$ cat src/include/scss_regs.svh
`ifndef SCSS_REGS_SVH
`define SCSS_REGS_SVH

// Core clock rate
`define SCSS_CLK_MHZ 100
// Stabilization after reset, supply recovery or power-down exit
`define SCSS_STAB_MS 10
`define SCSS_STAB_CYC (`SCSS_STAB_MS * 1000 * `SCSS_CLK_MHZ)
// Activation and deactivation step interval
`define SCSS_STEP_US 20
`define SCSS_STEP_CYC (`SCSS_STEP_US * `SCSS_CLK_MHZ)
// Card supply discharge interval
`define SCSS_DISCH_US 40
`define SCSS_DISCH_CYC (`SCSS_DISCH_US * `SCSS_CLK_MHZ)
// Card clock cycles before card reset may rise
`define SCSS_RST_HOLD_CLKS 42000
// Widths
`define SCSS_TMR_W 20
`define SCSS_CNT_W 16
`define SCSS_LINES 3
`define SCSS_PINS 8
// Synchronised pin positions
`define SCSS_P_ACT_N 0
`define SCSS_P_POWER_DOWN_REQUEST 1
`define SCSS_P_HRST 2
`define SCSS_P_CARD_PRESENCE_DETECT 3
`define SCSS_P_VDDF 4
`define SCSS_P_VCCF 5
`define SCSS_P_OVC 6
`define SCSS_P_OVT 7

`endif

$ cat src/include/scss_pkg.sv
package scss_pkg;

  typedef enum logic [3:0] {
    ST_LOWPWR = 4'h0,
    ST_STAB = 4'h1,
    ST_IDLE = 4'h2,
    ST_ACT_SUPPLY = 4'h3,
    ST_ACT_IO = 4'h4,
    ST_ACT_CLK = 4'h5,
    ST_ACT_RST = 4'h6,
    ST_SESSION = 4'h7,
    ST_DEA_RST = 4'h8,
    ST_DEA_CLK = 4'h9,
    ST_DEA_IO = 4'ha,
    ST_DEA_SUPPLY = 4'hb,
    ST_DISCHARGE = 4'hc
  } scss_state_type;

  typedef enum logic [1:0] {
    IO_NEUTRAL = 2'h0,
    IO_HOST_IN = 2'h1,
    IO_CARD_IN = 2'h2
  } scss_io_state_type;

endpackage

$ cat src/include/scss_io_if.sv
`timescale 1ns/1ps
// One host/card line pair and its reception enable
interface scss_io_if;
  logic rx_en;
  logic host_in;
  logic card_in;
  logic host_o;
  logic host_oe_n;
  logic card_o;
  logic card_oe_n;
  modport arb (input rx_en, host_in, card_in,
               output host_o, host_oe_n, card_o, card_oe_n);
  modport ctl (output rx_en, host_in, card_in,
               input host_o, host_oe_n, card_o, card_oe_n);
endinterface

$ cat src/scss_io_arb.sv
`timescale 1ns/1ps
module scss_io_arb (
  input logic clk_i,       // Core clock
  input logic rstn_i,      // Synchronous reset, active low
  scss_io_if.arb io        // Line pair
);

  scss_pkg::scss_io_state_type st;
  logic host_prev;
  logic card_prev;

  // Previous line levels for edge detection
  always_ff @(posedge clk_i) begin
    if (!rstn_i) begin
      host_prev <= 1'b1;
      card_prev <= 1'b1;
    end else begin
      host_prev <= io.host_in;
      card_prev <= io.card_in;
    end
  end

  // First falling side becomes input; its rise frees both
  always_ff @(posedge clk_i) begin
    if (!rstn_i || !io.rx_en) begin
      st <= scss_pkg::IO_NEUTRAL;
    end else begin
      unique case (st)
        scss_pkg::IO_NEUTRAL: begin
          if (host_prev && !io.host_in) begin
            st <= scss_pkg::IO_HOST_IN;
          end else if (card_prev && !io.card_in) begin
            st <= scss_pkg::IO_CARD_IN;
          end
        end
        scss_pkg::IO_HOST_IN: begin
          if (!host_prev && io.host_in) begin
            st <= scss_pkg::IO_NEUTRAL;
          end
        end
        scss_pkg::IO_CARD_IN: begin
          if (!card_prev && io.card_in) begin
            st <= scss_pkg::IO_NEUTRAL;
          end
        end
        default: st <= scss_pkg::IO_NEUTRAL;
      endcase
    end
  end

  // Registered drivers; card side held low until reception
  always_ff @(posedge clk_i) begin
    if (!rstn_i) begin
      io.host_o <= 1'b1;
      io.host_oe_n <= 1'b1;
      io.card_o <= 1'b0;
      io.card_oe_n <= 1'b0;
    end else begin
      io.host_o <= 1'b1;
      io.host_oe_n <= 1'b1;
      io.card_o <= io.rx_en;
      io.card_oe_n <= io.rx_en;
      if (io.rx_en && st == scss_pkg::IO_HOST_IN) begin
        io.card_o <= io.host_in;
        io.card_oe_n <= 1'b0;
      end else if (io.rx_en && st == scss_pkg::IO_CARD_IN) begin
        io.host_o <= io.card_in;
        io.host_oe_n <= 1'b0;
      end
    end
  end
endmodule

$ cat src/scss_top.sv
`timescale 1ns/1ps
`include "scss_regs.svh"

module scss_top #(
  parameter int unsigned STAB_CYC = `SCSS_STAB_CYC,       // Stabilize time
  parameter int unsigned RST_HOLD = `SCSS_RST_HOLD_CLKS   // Card clocks
) (
  input logic MCLK_I,                      // Core clock, 100 MHz
  input logic RSTN_I,                      // Logic supply monitor reset
  input logic ACTIVATION_REQUEST_N_I,      // Host session request, low
  input logic POWER_DOWN_REQUEST_I,        // Host low power request
  input logic HOST_RESET_IN_I,             // Host card reset control
  input logic CARD_PRESENCE_DETECT_I,      // Card inserted
  input logic VDD_FAULT_I,                 // Logic supply below threshold
  input logic VCC_FAULT_I,                 // Card supply invalid
  input logic OVER_CURRENT_I,              // Card over-current
  input logic OVER_TEMP_I,                 // Die overheating
  input logic [2:0] HOST_IO_I,             // Host data, card_aux_line_1, card_aux_line_2 levels
  output logic [2:0] HOST_IO_O,            // Host line drive values
  output logic [2:0] HOST_IO_OE_N_O,       // Host line enables, low
  input logic [2:0] CARD_IO_I,             // Card data, card_aux_line_1, card_aux_line_2 levels
  output logic [2:0] CARD_IO_O,            // Card line drive values
  output logic [2:0] CARD_IO_OE_N_O,       // Card line enables, low
  output logic CARD_RESET_O,               // Card reset contact
  output logic CARD_CLOCK_O,               // Card clock contact
  output logic CARD_SUPPLY_EN_O,           // Card supply converter on
  output logic LOW_POWER_STATE_O,          // Device in low power
  output logic PRESENCE_FAULT_N_O          // Interrupt line, low = fault, no card or stabilizing
);

  localparam logic [`SCSS_TMR_W-1:0] STEP_CYC = `SCSS_TMR_W'(`SCSS_STEP_CYC);
  localparam logic [`SCSS_TMR_W-1:0] DISCH_CYC = `SCSS_TMR_W'(`SCSS_DISCH_CYC);
  localparam logic [`SCSS_TMR_W-1:0] STAB_LOAD = STAB_CYC[`SCSS_TMR_W-1:0];
  localparam logic [`SCSS_CNT_W-1:0] HOLD_CNT = RST_HOLD[`SCSS_CNT_W-1:0];

  scss_pkg::scss_state_type state;
  scss_pkg::scss_state_type next_state;
  logic [`SCSS_PINS-1:0] pin_meta;
  logic [`SCSS_PINS-1:0] pin_s;
  logic [2:0] hio_meta;
  logic [2:0] hio_s;
  logic [2:0] cio_meta;
  logic [2:0] cio_s;
  logic act_prev;
  logic act_fall;
  logic [`SCSS_TMR_W-1:0] timer;
  logic timer_done;
  logic hrst_mode;
  logic clk_run;
  logic [`SCSS_CNT_W-1:0] clk_cnt;
  logic rx_en;
  logic fault_flag;
  logic fault_evt;
  logic any_fault;

  // Active card session: from activation until deactivation starts
  function automatic logic in_session(scss_pkg::scss_state_type s);
    in_session = (s == scss_pkg::ST_ACT_SUPPLY) ||
                 (s == scss_pkg::ST_ACT_IO) ||
                 (s == scss_pkg::ST_ACT_CLK) ||
                 (s == scss_pkg::ST_ACT_RST) ||
                 (s == scss_pkg::ST_SESSION);
  endfunction

  // Deactivation steps, supply still being shut down
  function automatic logic in_deact(scss_pkg::scss_state_type s);
    in_deact = (s == scss_pkg::ST_DEA_RST) ||
               (s == scss_pkg::ST_DEA_CLK) ||
               (s == scss_pkg::ST_DEA_IO) ||
               (s == scss_pkg::ST_DEA_SUPPLY);
  endfunction

  // Two-stage synchronisers for every pin input
  always_ff @(posedge MCLK_I) begin
    if (!RSTN_I) begin
      // Idle levels; request high so no false fall follows reset
      pin_meta <= 8'h01;
      pin_s <= 8'h01;
      hio_meta <= 3'h7;
      hio_s <= 3'h7;
      cio_meta <= 3'h0;
      cio_s <= 3'h0;
    end else begin
      pin_meta <= {OVER_TEMP_I, OVER_CURRENT_I, VCC_FAULT_I, VDD_FAULT_I,
                   CARD_PRESENCE_DETECT_I, HOST_RESET_IN_I,
                   POWER_DOWN_REQUEST_I, ACTIVATION_REQUEST_N_I};
      pin_s <= pin_meta;
      hio_meta <= HOST_IO_I;
      hio_s <= hio_meta;
      cio_meta <= CARD_IO_I;
      cio_s <= cio_meta;
    end
  end

  // Activation request is edge sensed
  always_ff @(posedge MCLK_I) begin
    if (!RSTN_I) begin
      act_prev <= 1'b1;
    end else begin
      act_prev <= pin_s[`SCSS_P_ACT_N];
    end
  end

  assign act_fall = act_prev && !pin_s[`SCSS_P_ACT_N];

  // Faults only count inside a session; card supply still ramps in the
  // first interval, so its fault waits for the check at its end
  assign any_fault = pin_s[`SCSS_P_VDDF] || pin_s[`SCSS_P_OVC] ||
                     pin_s[`SCSS_P_OVT] || !pin_s[`SCSS_P_CARD_PRESENCE_DETECT] ||
                     (pin_s[`SCSS_P_VCCF] &&
                      state != scss_pkg::ST_ACT_SUPPLY);
  assign fault_evt = in_session(state) && any_fault;
  assign timer_done = (timer == '0);

  // Sequencer transitions
  always_comb begin
    next_state = state;
    unique case (state)
      scss_pkg::ST_LOWPWR: begin
        if (!pin_s[`SCSS_P_POWER_DOWN_REQUEST]) begin
          next_state = scss_pkg::ST_STAB;
        end
      end
      scss_pkg::ST_STAB: begin
        if (timer_done && !pin_s[`SCSS_P_VDDF]) begin
          next_state = scss_pkg::ST_IDLE;
        end
      end
      scss_pkg::ST_IDLE: begin
        if (pin_s[`SCSS_P_VDDF]) begin
          next_state = scss_pkg::ST_STAB;
        end else if (pin_s[`SCSS_P_POWER_DOWN_REQUEST] && pin_s[`SCSS_P_ACT_N]) begin
          next_state = scss_pkg::ST_LOWPWR;
        end else if (act_fall && pin_s[`SCSS_P_CARD_PRESENCE_DETECT]) begin
          next_state = scss_pkg::ST_ACT_SUPPLY;
        end
      end
      scss_pkg::ST_ACT_SUPPLY: begin
        if (timer_done && pin_s[`SCSS_P_VCCF]) begin
          next_state = scss_pkg::ST_DISCHARGE;
        end else if (fault_evt || pin_s[`SCSS_P_ACT_N]) begin
          next_state = scss_pkg::ST_DEA_RST;
        end else if (timer_done) begin
          next_state = scss_pkg::ST_ACT_IO;
        end
      end
      scss_pkg::ST_ACT_IO: begin
        if (fault_evt || pin_s[`SCSS_P_ACT_N]) begin
          next_state = scss_pkg::ST_DEA_RST;
        end else if (hrst_mode ? !pin_s[`SCSS_P_HRST] : timer_done) begin
          next_state = scss_pkg::ST_ACT_CLK;
        end
      end
      scss_pkg::ST_ACT_CLK, scss_pkg::ST_ACT_RST: begin
        if (fault_evt || pin_s[`SCSS_P_ACT_N]) begin
          next_state = scss_pkg::ST_DEA_RST;
        end else if (timer_done) begin
          next_state = (state == scss_pkg::ST_ACT_CLK) ?
                       scss_pkg::ST_ACT_RST : scss_pkg::ST_SESSION;
        end
      end
      scss_pkg::ST_SESSION: begin
        if (fault_evt || pin_s[`SCSS_P_ACT_N]) begin
          next_state = scss_pkg::ST_DEA_RST;
        end
      end
      scss_pkg::ST_DEA_RST: begin
        if (timer_done) next_state = scss_pkg::ST_DEA_CLK;
      end
      scss_pkg::ST_DEA_CLK: begin
        if (timer_done) next_state = scss_pkg::ST_DEA_IO;
      end
      scss_pkg::ST_DEA_IO: begin
        if (timer_done) next_state = scss_pkg::ST_DEA_SUPPLY;
      end
      scss_pkg::ST_DEA_SUPPLY: begin
        if (timer_done) next_state = scss_pkg::ST_DISCHARGE;
      end
      scss_pkg::ST_DISCHARGE: begin
        if (timer_done) next_state = scss_pkg::ST_IDLE;
      end
      default: next_state = scss_pkg::ST_STAB;
    endcase
  end

  // State register; reset is the logic supply monitor output
  always_ff @(posedge MCLK_I) begin
    if (!RSTN_I) begin
      state <= scss_pkg::ST_STAB;
    end else begin
      state <= next_state;
    end
  end

  // Interval timer reloads on every state change
  always_ff @(posedge MCLK_I) begin
    if (!RSTN_I) begin
      timer <= STAB_LOAD;
    end else if (next_state != state) begin
      unique case (next_state)
        scss_pkg::ST_STAB: timer <= STAB_LOAD;
        scss_pkg::ST_DISCHARGE: timer <= DISCH_CYC;
        default: timer <= STEP_CYC;
      endcase
    end else if (state == scss_pkg::ST_STAB && pin_s[`SCSS_P_VDDF]) begin
      timer <= STAB_LOAD;
    end else if (!timer_done) begin
      timer <= timer - 1'b1;
    end
  end

  // Host reset level captured when activation is accepted
  always_ff @(posedge MCLK_I) begin
    if (!RSTN_I) begin
      hrst_mode <= 1'b0;
    end else if (state == scss_pkg::ST_IDLE &&
                 next_state == scss_pkg::ST_ACT_SUPPLY) begin
      hrst_mode <= pin_s[`SCSS_P_HRST];
    end
  end

  // Card supply: on from activation until the supply step
  always_ff @(posedge MCLK_I) begin
    if (!RSTN_I) begin
      CARD_SUPPLY_EN_O <= 1'b0;
    end else begin
      CARD_SUPPLY_EN_O <= in_session(next_state) ||
                          (in_deact(next_state) &&
                           next_state != scss_pkg::ST_DISCHARGE);
    end
  end

  // Card clock runs from end of third interval to clock-off step
  always_ff @(posedge MCLK_I) begin
    if (!RSTN_I) begin
      clk_run <= 1'b0;
    end else if (state == scss_pkg::ST_ACT_CLK &&
                 next_state == scss_pkg::ST_ACT_RST) begin
      clk_run <= 1'b1;
    end else if (state == scss_pkg::ST_DEA_CLK && timer_done) begin
      clk_run <= 1'b0;
    end else if (!in_session(state) && !in_deact(state)) begin
      clk_run <= 1'b0;
    end
  end

  // Fixed divide by two keeps duty cycle at half
  always_ff @(posedge MCLK_I) begin
    if (!RSTN_I || !clk_run) begin
      CARD_CLOCK_O <= 1'b0;
    end else begin
      CARD_CLOCK_O <= !CARD_CLOCK_O;
    end
  end

  // Card clock rising edges since start, saturating
  always_ff @(posedge MCLK_I) begin
    if (!RSTN_I || !clk_run) begin
      clk_cnt <= '0;
    end else if (!CARD_CLOCK_O && clk_cnt != HOLD_CNT) begin
      clk_cnt <= clk_cnt + 1'b1;
    end
  end

  // Card reset copies host reset in ST_SESSION once the hold count is met; held
  // through the first deactivation interval, dropped at its end
  always_ff @(posedge MCLK_I) begin
    if (!RSTN_I) begin
      CARD_RESET_O <= 1'b0;
    end else if (state == scss_pkg::ST_DEA_RST) begin
      if (timer_done) CARD_RESET_O <= 1'b0;
    end else begin
      CARD_RESET_O <= (state == scss_pkg::ST_SESSION) &&
                      pin_s[`SCSS_P_HRST] && (clk_cnt == HOLD_CNT);
    end
  end

  // Reception state; in mode the host reset fall enables it, so a late one delays it
  always_ff @(posedge MCLK_I) begin
    if (!RSTN_I) begin
      rx_en <= 1'b0;
    end else if (state == scss_pkg::ST_ACT_IO &&
                 next_state == scss_pkg::ST_ACT_CLK) begin
      rx_en <= 1'b1;
    end else if (state == scss_pkg::ST_DEA_IO && timer_done) begin
      rx_en <= 1'b0;
    end else if (!in_session(state) && !in_deact(state)) begin
      rx_en <= 1'b0;
    end
  end

  // Fault stays latched until the host releases the request
  always_ff @(posedge MCLK_I) begin
    if (!RSTN_I) begin
      fault_flag <= 1'b0;
    end else if (fault_evt || (state == scss_pkg::ST_ACT_SUPPLY &&
                 timer_done && pin_s[`SCSS_P_VCCF])) begin
      fault_flag <= 1'b1;
    end else if (pin_s[`SCSS_P_ACT_N]) begin
      fault_flag <= 1'b0;
    end
  end

  // Interrupt line: low while stabilizing, fault inside session and while latched, presence otherwise
  always_ff @(posedge MCLK_I) begin
    if (!RSTN_I) begin
      PRESENCE_FAULT_N_O <= 1'b0;
    end else if (fault_evt) begin
      PRESENCE_FAULT_N_O <= 1'b0;
    end else if (state == scss_pkg::ST_ACT_SUPPLY && timer_done &&
                 pin_s[`SCSS_P_VCCF]) begin
      PRESENCE_FAULT_N_O <= 1'b0;
    end else if (state == scss_pkg::ST_STAB) begin
      PRESENCE_FAULT_N_O <= 1'b0;
    end else if (fault_flag && !pin_s[`SCSS_P_ACT_N]) begin
      PRESENCE_FAULT_N_O <= 1'b0;
    end else if (in_session(state)) begin
      PRESENCE_FAULT_N_O <= 1'b1;
    end else begin
      PRESENCE_FAULT_N_O <= pin_s[`SCSS_P_CARD_PRESENCE_DETECT];
    end
  end

  // Low power flag; analog blocks are gated by it outside
  always_ff @(posedge MCLK_I) begin
    if (!RSTN_I) begin
      LOW_POWER_STATE_O <= 1'b0;
    end else begin
      LOW_POWER_STATE_O <= (next_state == scss_pkg::ST_LOWPWR);
    end
  end

  // One arbiter per line pair: data, card_aux_line_1, card_aux_line_2
  scss_io_if io_pair [`SCSS_LINES] ();
  genvar g;
  generate
    for (g = 0; g < `SCSS_LINES; g++) begin : g_pair
      assign io_pair[g].rx_en = rx_en;
      assign io_pair[g].host_in = hio_s[g];
      assign io_pair[g].card_in = cio_s[g];
      assign HOST_IO_O[g] = io_pair[g].host_o;
      assign HOST_IO_OE_N_O[g] = io_pair[g].host_oe_n;
      assign CARD_IO_O[g] = io_pair[g].card_o;
      assign CARD_IO_OE_N_O[g] = io_pair[g].card_oe_n;
      scss_io_arb u_arb (
        .clk_i(MCLK_I),
        .rstn_i(RSTN_I),
        .io(io_pair[g])
      );
    end
  endgenerate
endmodule

$ cat config.mk
export PLATFORM = sky130hd
export DESIGN_NAME = scss_top
export DESIGN_NICKNAME = d
export VERILOG_FILES = /design/src/include/scss_pkg.sv /design/src/include/scss_io_if.sv /design/src/scss_io_arb.sv /design/src/scss_top.sv
export VERILOG_INCLUDE_DIRS = /design/src /design/src/include
export SDC_FILE = /design/constraint.sdc
export NUM_CORES = 1
export LEC_CHECK = 0
export BUFFER_PORTS_ARGS = -buffer_cell sky130_fd_sc_hd__buf_2
export CORE_MARGIN = 2
export CORE_UTILIZATION = 45
export DETAILED_ROUTE_END_ITERATION = 16
export HOLD_SLACK_MARGIN = 0.12
export PLACE_DENSITY_LB_ADDON = 0.3
export SLEW_MARGIN = 30
export SYNTH_ARGS = -nofsm -noshare
export SYNTH_HDL_FRONTEND = slang
export SYNTH_SLANG_ARGS = --single-unit
$ cat constraint.sdc
create_clock -name MCLK_I -period 4.6 [get_ports MCLK_I]
set_input_delay 0.23 -clock MCLK_I [delete_from_list [all_inputs] [get_ports MCLK_I]]
set_output_delay 0.23 -clock MCLK_I [all_outputs]
set_load 0.01 [all_outputs]
==> results by group <==
Clock tree
  • Clock Pin Slew Worst Setup and Hold Paths: 110 ps
  • CTS max path bufs: 2
  • Clock latency on the worst-skew pair: 360 ps
  • H-tree levels: 3
  • Clk root buf: clkbuf_8
  • CTS buffer count: 9
  • Count of clock tree sinks: 102
  • CTS tree: built

Cells and area
  • Synthesis-to-layout area growth: 11.3%
  • Multi-input combinational cell area: 1990 sq um
  • Ant diodes: 0
  • Seq. cell area: 2040 sq um
  • Fin nets: 519
  • Design Area, Final: 4730 sq um
  • Filler Cells Inserted: 864
  • Final core occ: 0.515
  • Layout cells sized above 1: 0.119
  • Leading cell type in the layout, fill and taps excluded: dfxtp_1
  • Most frequent cells in the layout: dfxtp_1 (102), nor2_1 (55), buf_2 (32)

STA
  • Final setup viols: 0
  • Final hold violation count: 0
  • Crit path time final: 3640 ps
  • Total negative setup slack: 0 ps
  • Worst Tran Pin Value: 822 ps
  • Setup repair after global routing missed its margin: no
  • Max Fclk: 0.275 GHz
  • Final period util: 0.791
  • Clock skew after layout: 12.4 ps
  • Slew headroom: 0.447
  • Final Hold Slack: 393 ps
  • Max-slew violation count: 0

Global route
  • First-pass GRT wire length: 14.5 mm
  • Gr usage total: 0.173
  • Number of global-route vias before repair: 3194
  • Met3 Use GR: 0.0428
  • GRT met1 Usage: 0.230
  • Met2 Resource Use GR: 0.267
  • GR peak layer: met2
  • GRT Residual Overflow: 0
  • Initial antenna violation count: 0
  • Largest net degree at the start of global routing: 48

Yosys
  • Ys flop type: dfxtp_1
  • Post-Syn Area: 4250 sq um
  • Main combinational cell family by area after synthesis: simple AND/OR/NAND/NOR gates
  • Post-synthesis compound-gate area fraction: 0.138
  • Async set-reset flop share out of synthesis: 0
  • Multiplexer share of the synthesized area: 0.00706
  • Post-synth EDFFs: 0
  • Post-Syn Area per Cell: 9.03 sq um
  • Mapped Nets: 490
  • #FFs+latches synth: 102
  • Adder-cell area share of the yosys netlist: 0.00882
  • Synth Area in XOR/XNOR: 0.0659
  • Post-synthesis cell count: 471
  • Syn. warnings: 0
  • Register area share after synthesis: 0.480
  • Post-synthesis simple-gate area fraction: 0.247
  • Cell variety after synth: 62

Placement
  • HPWL Detailed: 5.60 mm
  • GP Congestion: 0.899
  • Area after DPL: 4400 sq um
  • IO buf count: 32

Drt
  • Drt pass-1 iters: 5
  • Post-route DRC: 0
  • Wire per inst: 13.5 um
  • Detail Route Antenna Nets: 0
  • Via/cell ratio: 5.41
  • Initial DRC Count: 291
  • DRT Wirelength: 8.33 mm
  • Vias: 3331

Floorplan
  • Row count: 35
  • CORE AREA: 9200 sq um
  • Die height: 101 um
  • Die Area: 10200 sq um
  • Io pins: 33
  • Starting Density: 0.463
  • Die width: 101 um

Critical path
  • CP cell instances: or4_4, nor4b_1, nand2_1, o2111ai_2, xor2_1, or4_1, o22ai_2
  • Worst Path Arrival: 3930 ps
  • Critical path launch point: timer[10]
  • R2r endpoint: timer[11]
  • R2r startpoint: timer[10]
  • Crit. path cell count: 7
  • Max incr delay on CP: 760 ps
  • Crit path to: timer[11]
  • CP startpoint kind: flip-flop
  • CP Class: flip-flop to flip-flop
  • CP max-delay cell: or4_1
  • R2r worst-path depth: 7
  • Reg-to-reg setup timing slack: 960 ps
  • CP Max Fanout: 14
  • Req. time, crit path: 4900 ps
  • Worst path bufs/invs: 0
  • Crit-path leading delay family: simple AND/OR/NAND/NOR gates
  • CP Capture Type: flip-flop

Run status
  • Status: finished, final reports clean

Run
  • Max-cap violations: 0

Min path
  • Hold/Removal Path Class: primary input to flip-flop

Power
  • Max VDD drop: 159 uV
  • Cell Pwr Density: 330 nW/um^2
  • Leakage power: 1.83 nW
==> synth_stat cells (3+ instances only) <==
| library cell | instances | share of area |
|---|---|---|
| nor2b_1 | 6 | 0.0088 |
| and2_1 | 21 | 0.031 |
| nand2b_1 | 13 | 0.019 |
| a21oi_1 | 19 | 0.022 |
| nor4b_1 | 5 | 0.010 |
| xnor2_1 | 15 | 0.031 |
| xor2_1 | 17 | 0.035 |
| ha_1 | 3 | 0.0088 |
| inv_1 | 19 | 0.017 |
| nor3_1 | 9 | 0.011 |
| dfxtp_1 | 102 | 0.48 |
| o211ai_1 | 4 | 0.0071 |
| a21boi_0 | 8 | 0.014 |
| o21ai_1 | 3 | 0.0035 |
| nor2_1 | 55 | 0.049 |
| o32ai_1 | 3 | 0.0062 |
| and3_1 | 5 | 0.0074 |
| mux2i_1 | 3 | 0.0071 |
| or3_1 | 4 | 0.0059 |
| nand2_1 | 31 | 0.027 |
| buf_4 | 12 | 0.021 |
| nor4_1 | 10 | 0.015 |
| clkbuf_1 | 15 | 0.013 |
| or2_2 | 3 | 0.0044 |
| nand3_1 | 13 | 0.015 |
| o21ai_0 | 16 | 0.019 |
| nand4_1 | 9 | 0.013 |
| a211o_1 | 4 | 0.0082 |
==> power by group <==
group / internal, W / switching (W)
registers: 0.000908 / 0.0000187
clock network: 0.000211 / 0.000332
logic: 0.0000478 / 0.0000450
total: 0.00117 / 0.000396
==> worst reg2reg max path, stage by stage (launching register included) <==
cell and delay [ps]:
dfxtp_1 370, or4_4 580, nor4b_1 540, nand2_1 450, o2111ai_2 430, xor2_1 220
or4_1 760, o22ai_2 240
==> through the flow <==
| stage | setup WS (ps) | total power [W] | cells |
|---|---|---|---|
| detailed placement | 1050 | 0.00103 | 586 |
| global placement | 1240 | 0.00103 | 586 |
| floorplan | 1710 | 0.00101 | 471 |
| finish | 962 | 0.00156 | 616 |
| CTS | 999 | 0.00158 | 616 |
| global route | 599 | 0.00163 | 616 |
==> kinds of logic after synthesis <==
family / after synthesis
AND/OR/NAND/NOR: 198
buffers and inverters: 48
multiplexers: 3
XOR/XNOR: 32
flip-flops: 102
AO/OA/AOI/OAI: 85
adder cells (fa/ha/maj): 3
==> routing by layer <==
| metal | vias to the layer above | part of all wire |
|---|---|---|
| li1 | 1684 | - |
| met1 | 1513 | 0.48 |
| met2 | 109 | 0.45 |
| met3 | 25 | 0.047 |
| met4 | 0 | 0.022 |
| met5 | - | 0 |
==> state kept, by name, indices dropped and copies added (netlist names), 4 cells and up <==
name,cells
pin_meta,8
clk_cnt,16
state,4
g_pair.u_arb.st,6
timer,20
pin_s,8
==> final cells by class <==
| cell class | count | share of cell area |
|---|---|---|
| sequential | 102 | 0.431 |
| clock buffer | 9 | 0.0262 |
| inverter | 20 | 0.0159 |
| timing repair buffer | 46 | 0.0634 |
| tap | 111 | 0.0293 |
| clock inverter | 7 | 0.0145 |
| multi-input combinational | 321 | 0.419 |
==> worst min-delay path by stage <==
| stage | to | start | depth (start not counted) | slack (ps) |
|---|---|---|---|---|
| 2_1_floorplan | hio_meta[0] | HOST_IO_I[0] | 1 | 330 |
| 3_3_place_gp | hio_s[2] | hio_meta[2] | 1 | 390 |
| 3_5_place_dp | hio_s[1] | hio_meta[1] | 1 | 390 |
| 4_1_cts | g_pair[1].u_arb.host_prev | RSTN_I | 2 | 390 |
| 5_1_grt | hio_s[0] | hio_meta[0] | 1 | 420 |
| 6_report | g_pair[1].u_arb.card_prev | RSTN_I | 2 | 390 |
==> repair_timing <==
item                       in CTS  in global routing
resized for setup               0                  0
setup endpoints to repair       0                  0
hold buffers                   14                  0
buffers inserted                0                  0
hold endpoints to repair       14                  0
Power figures use the tool's default switching activity.
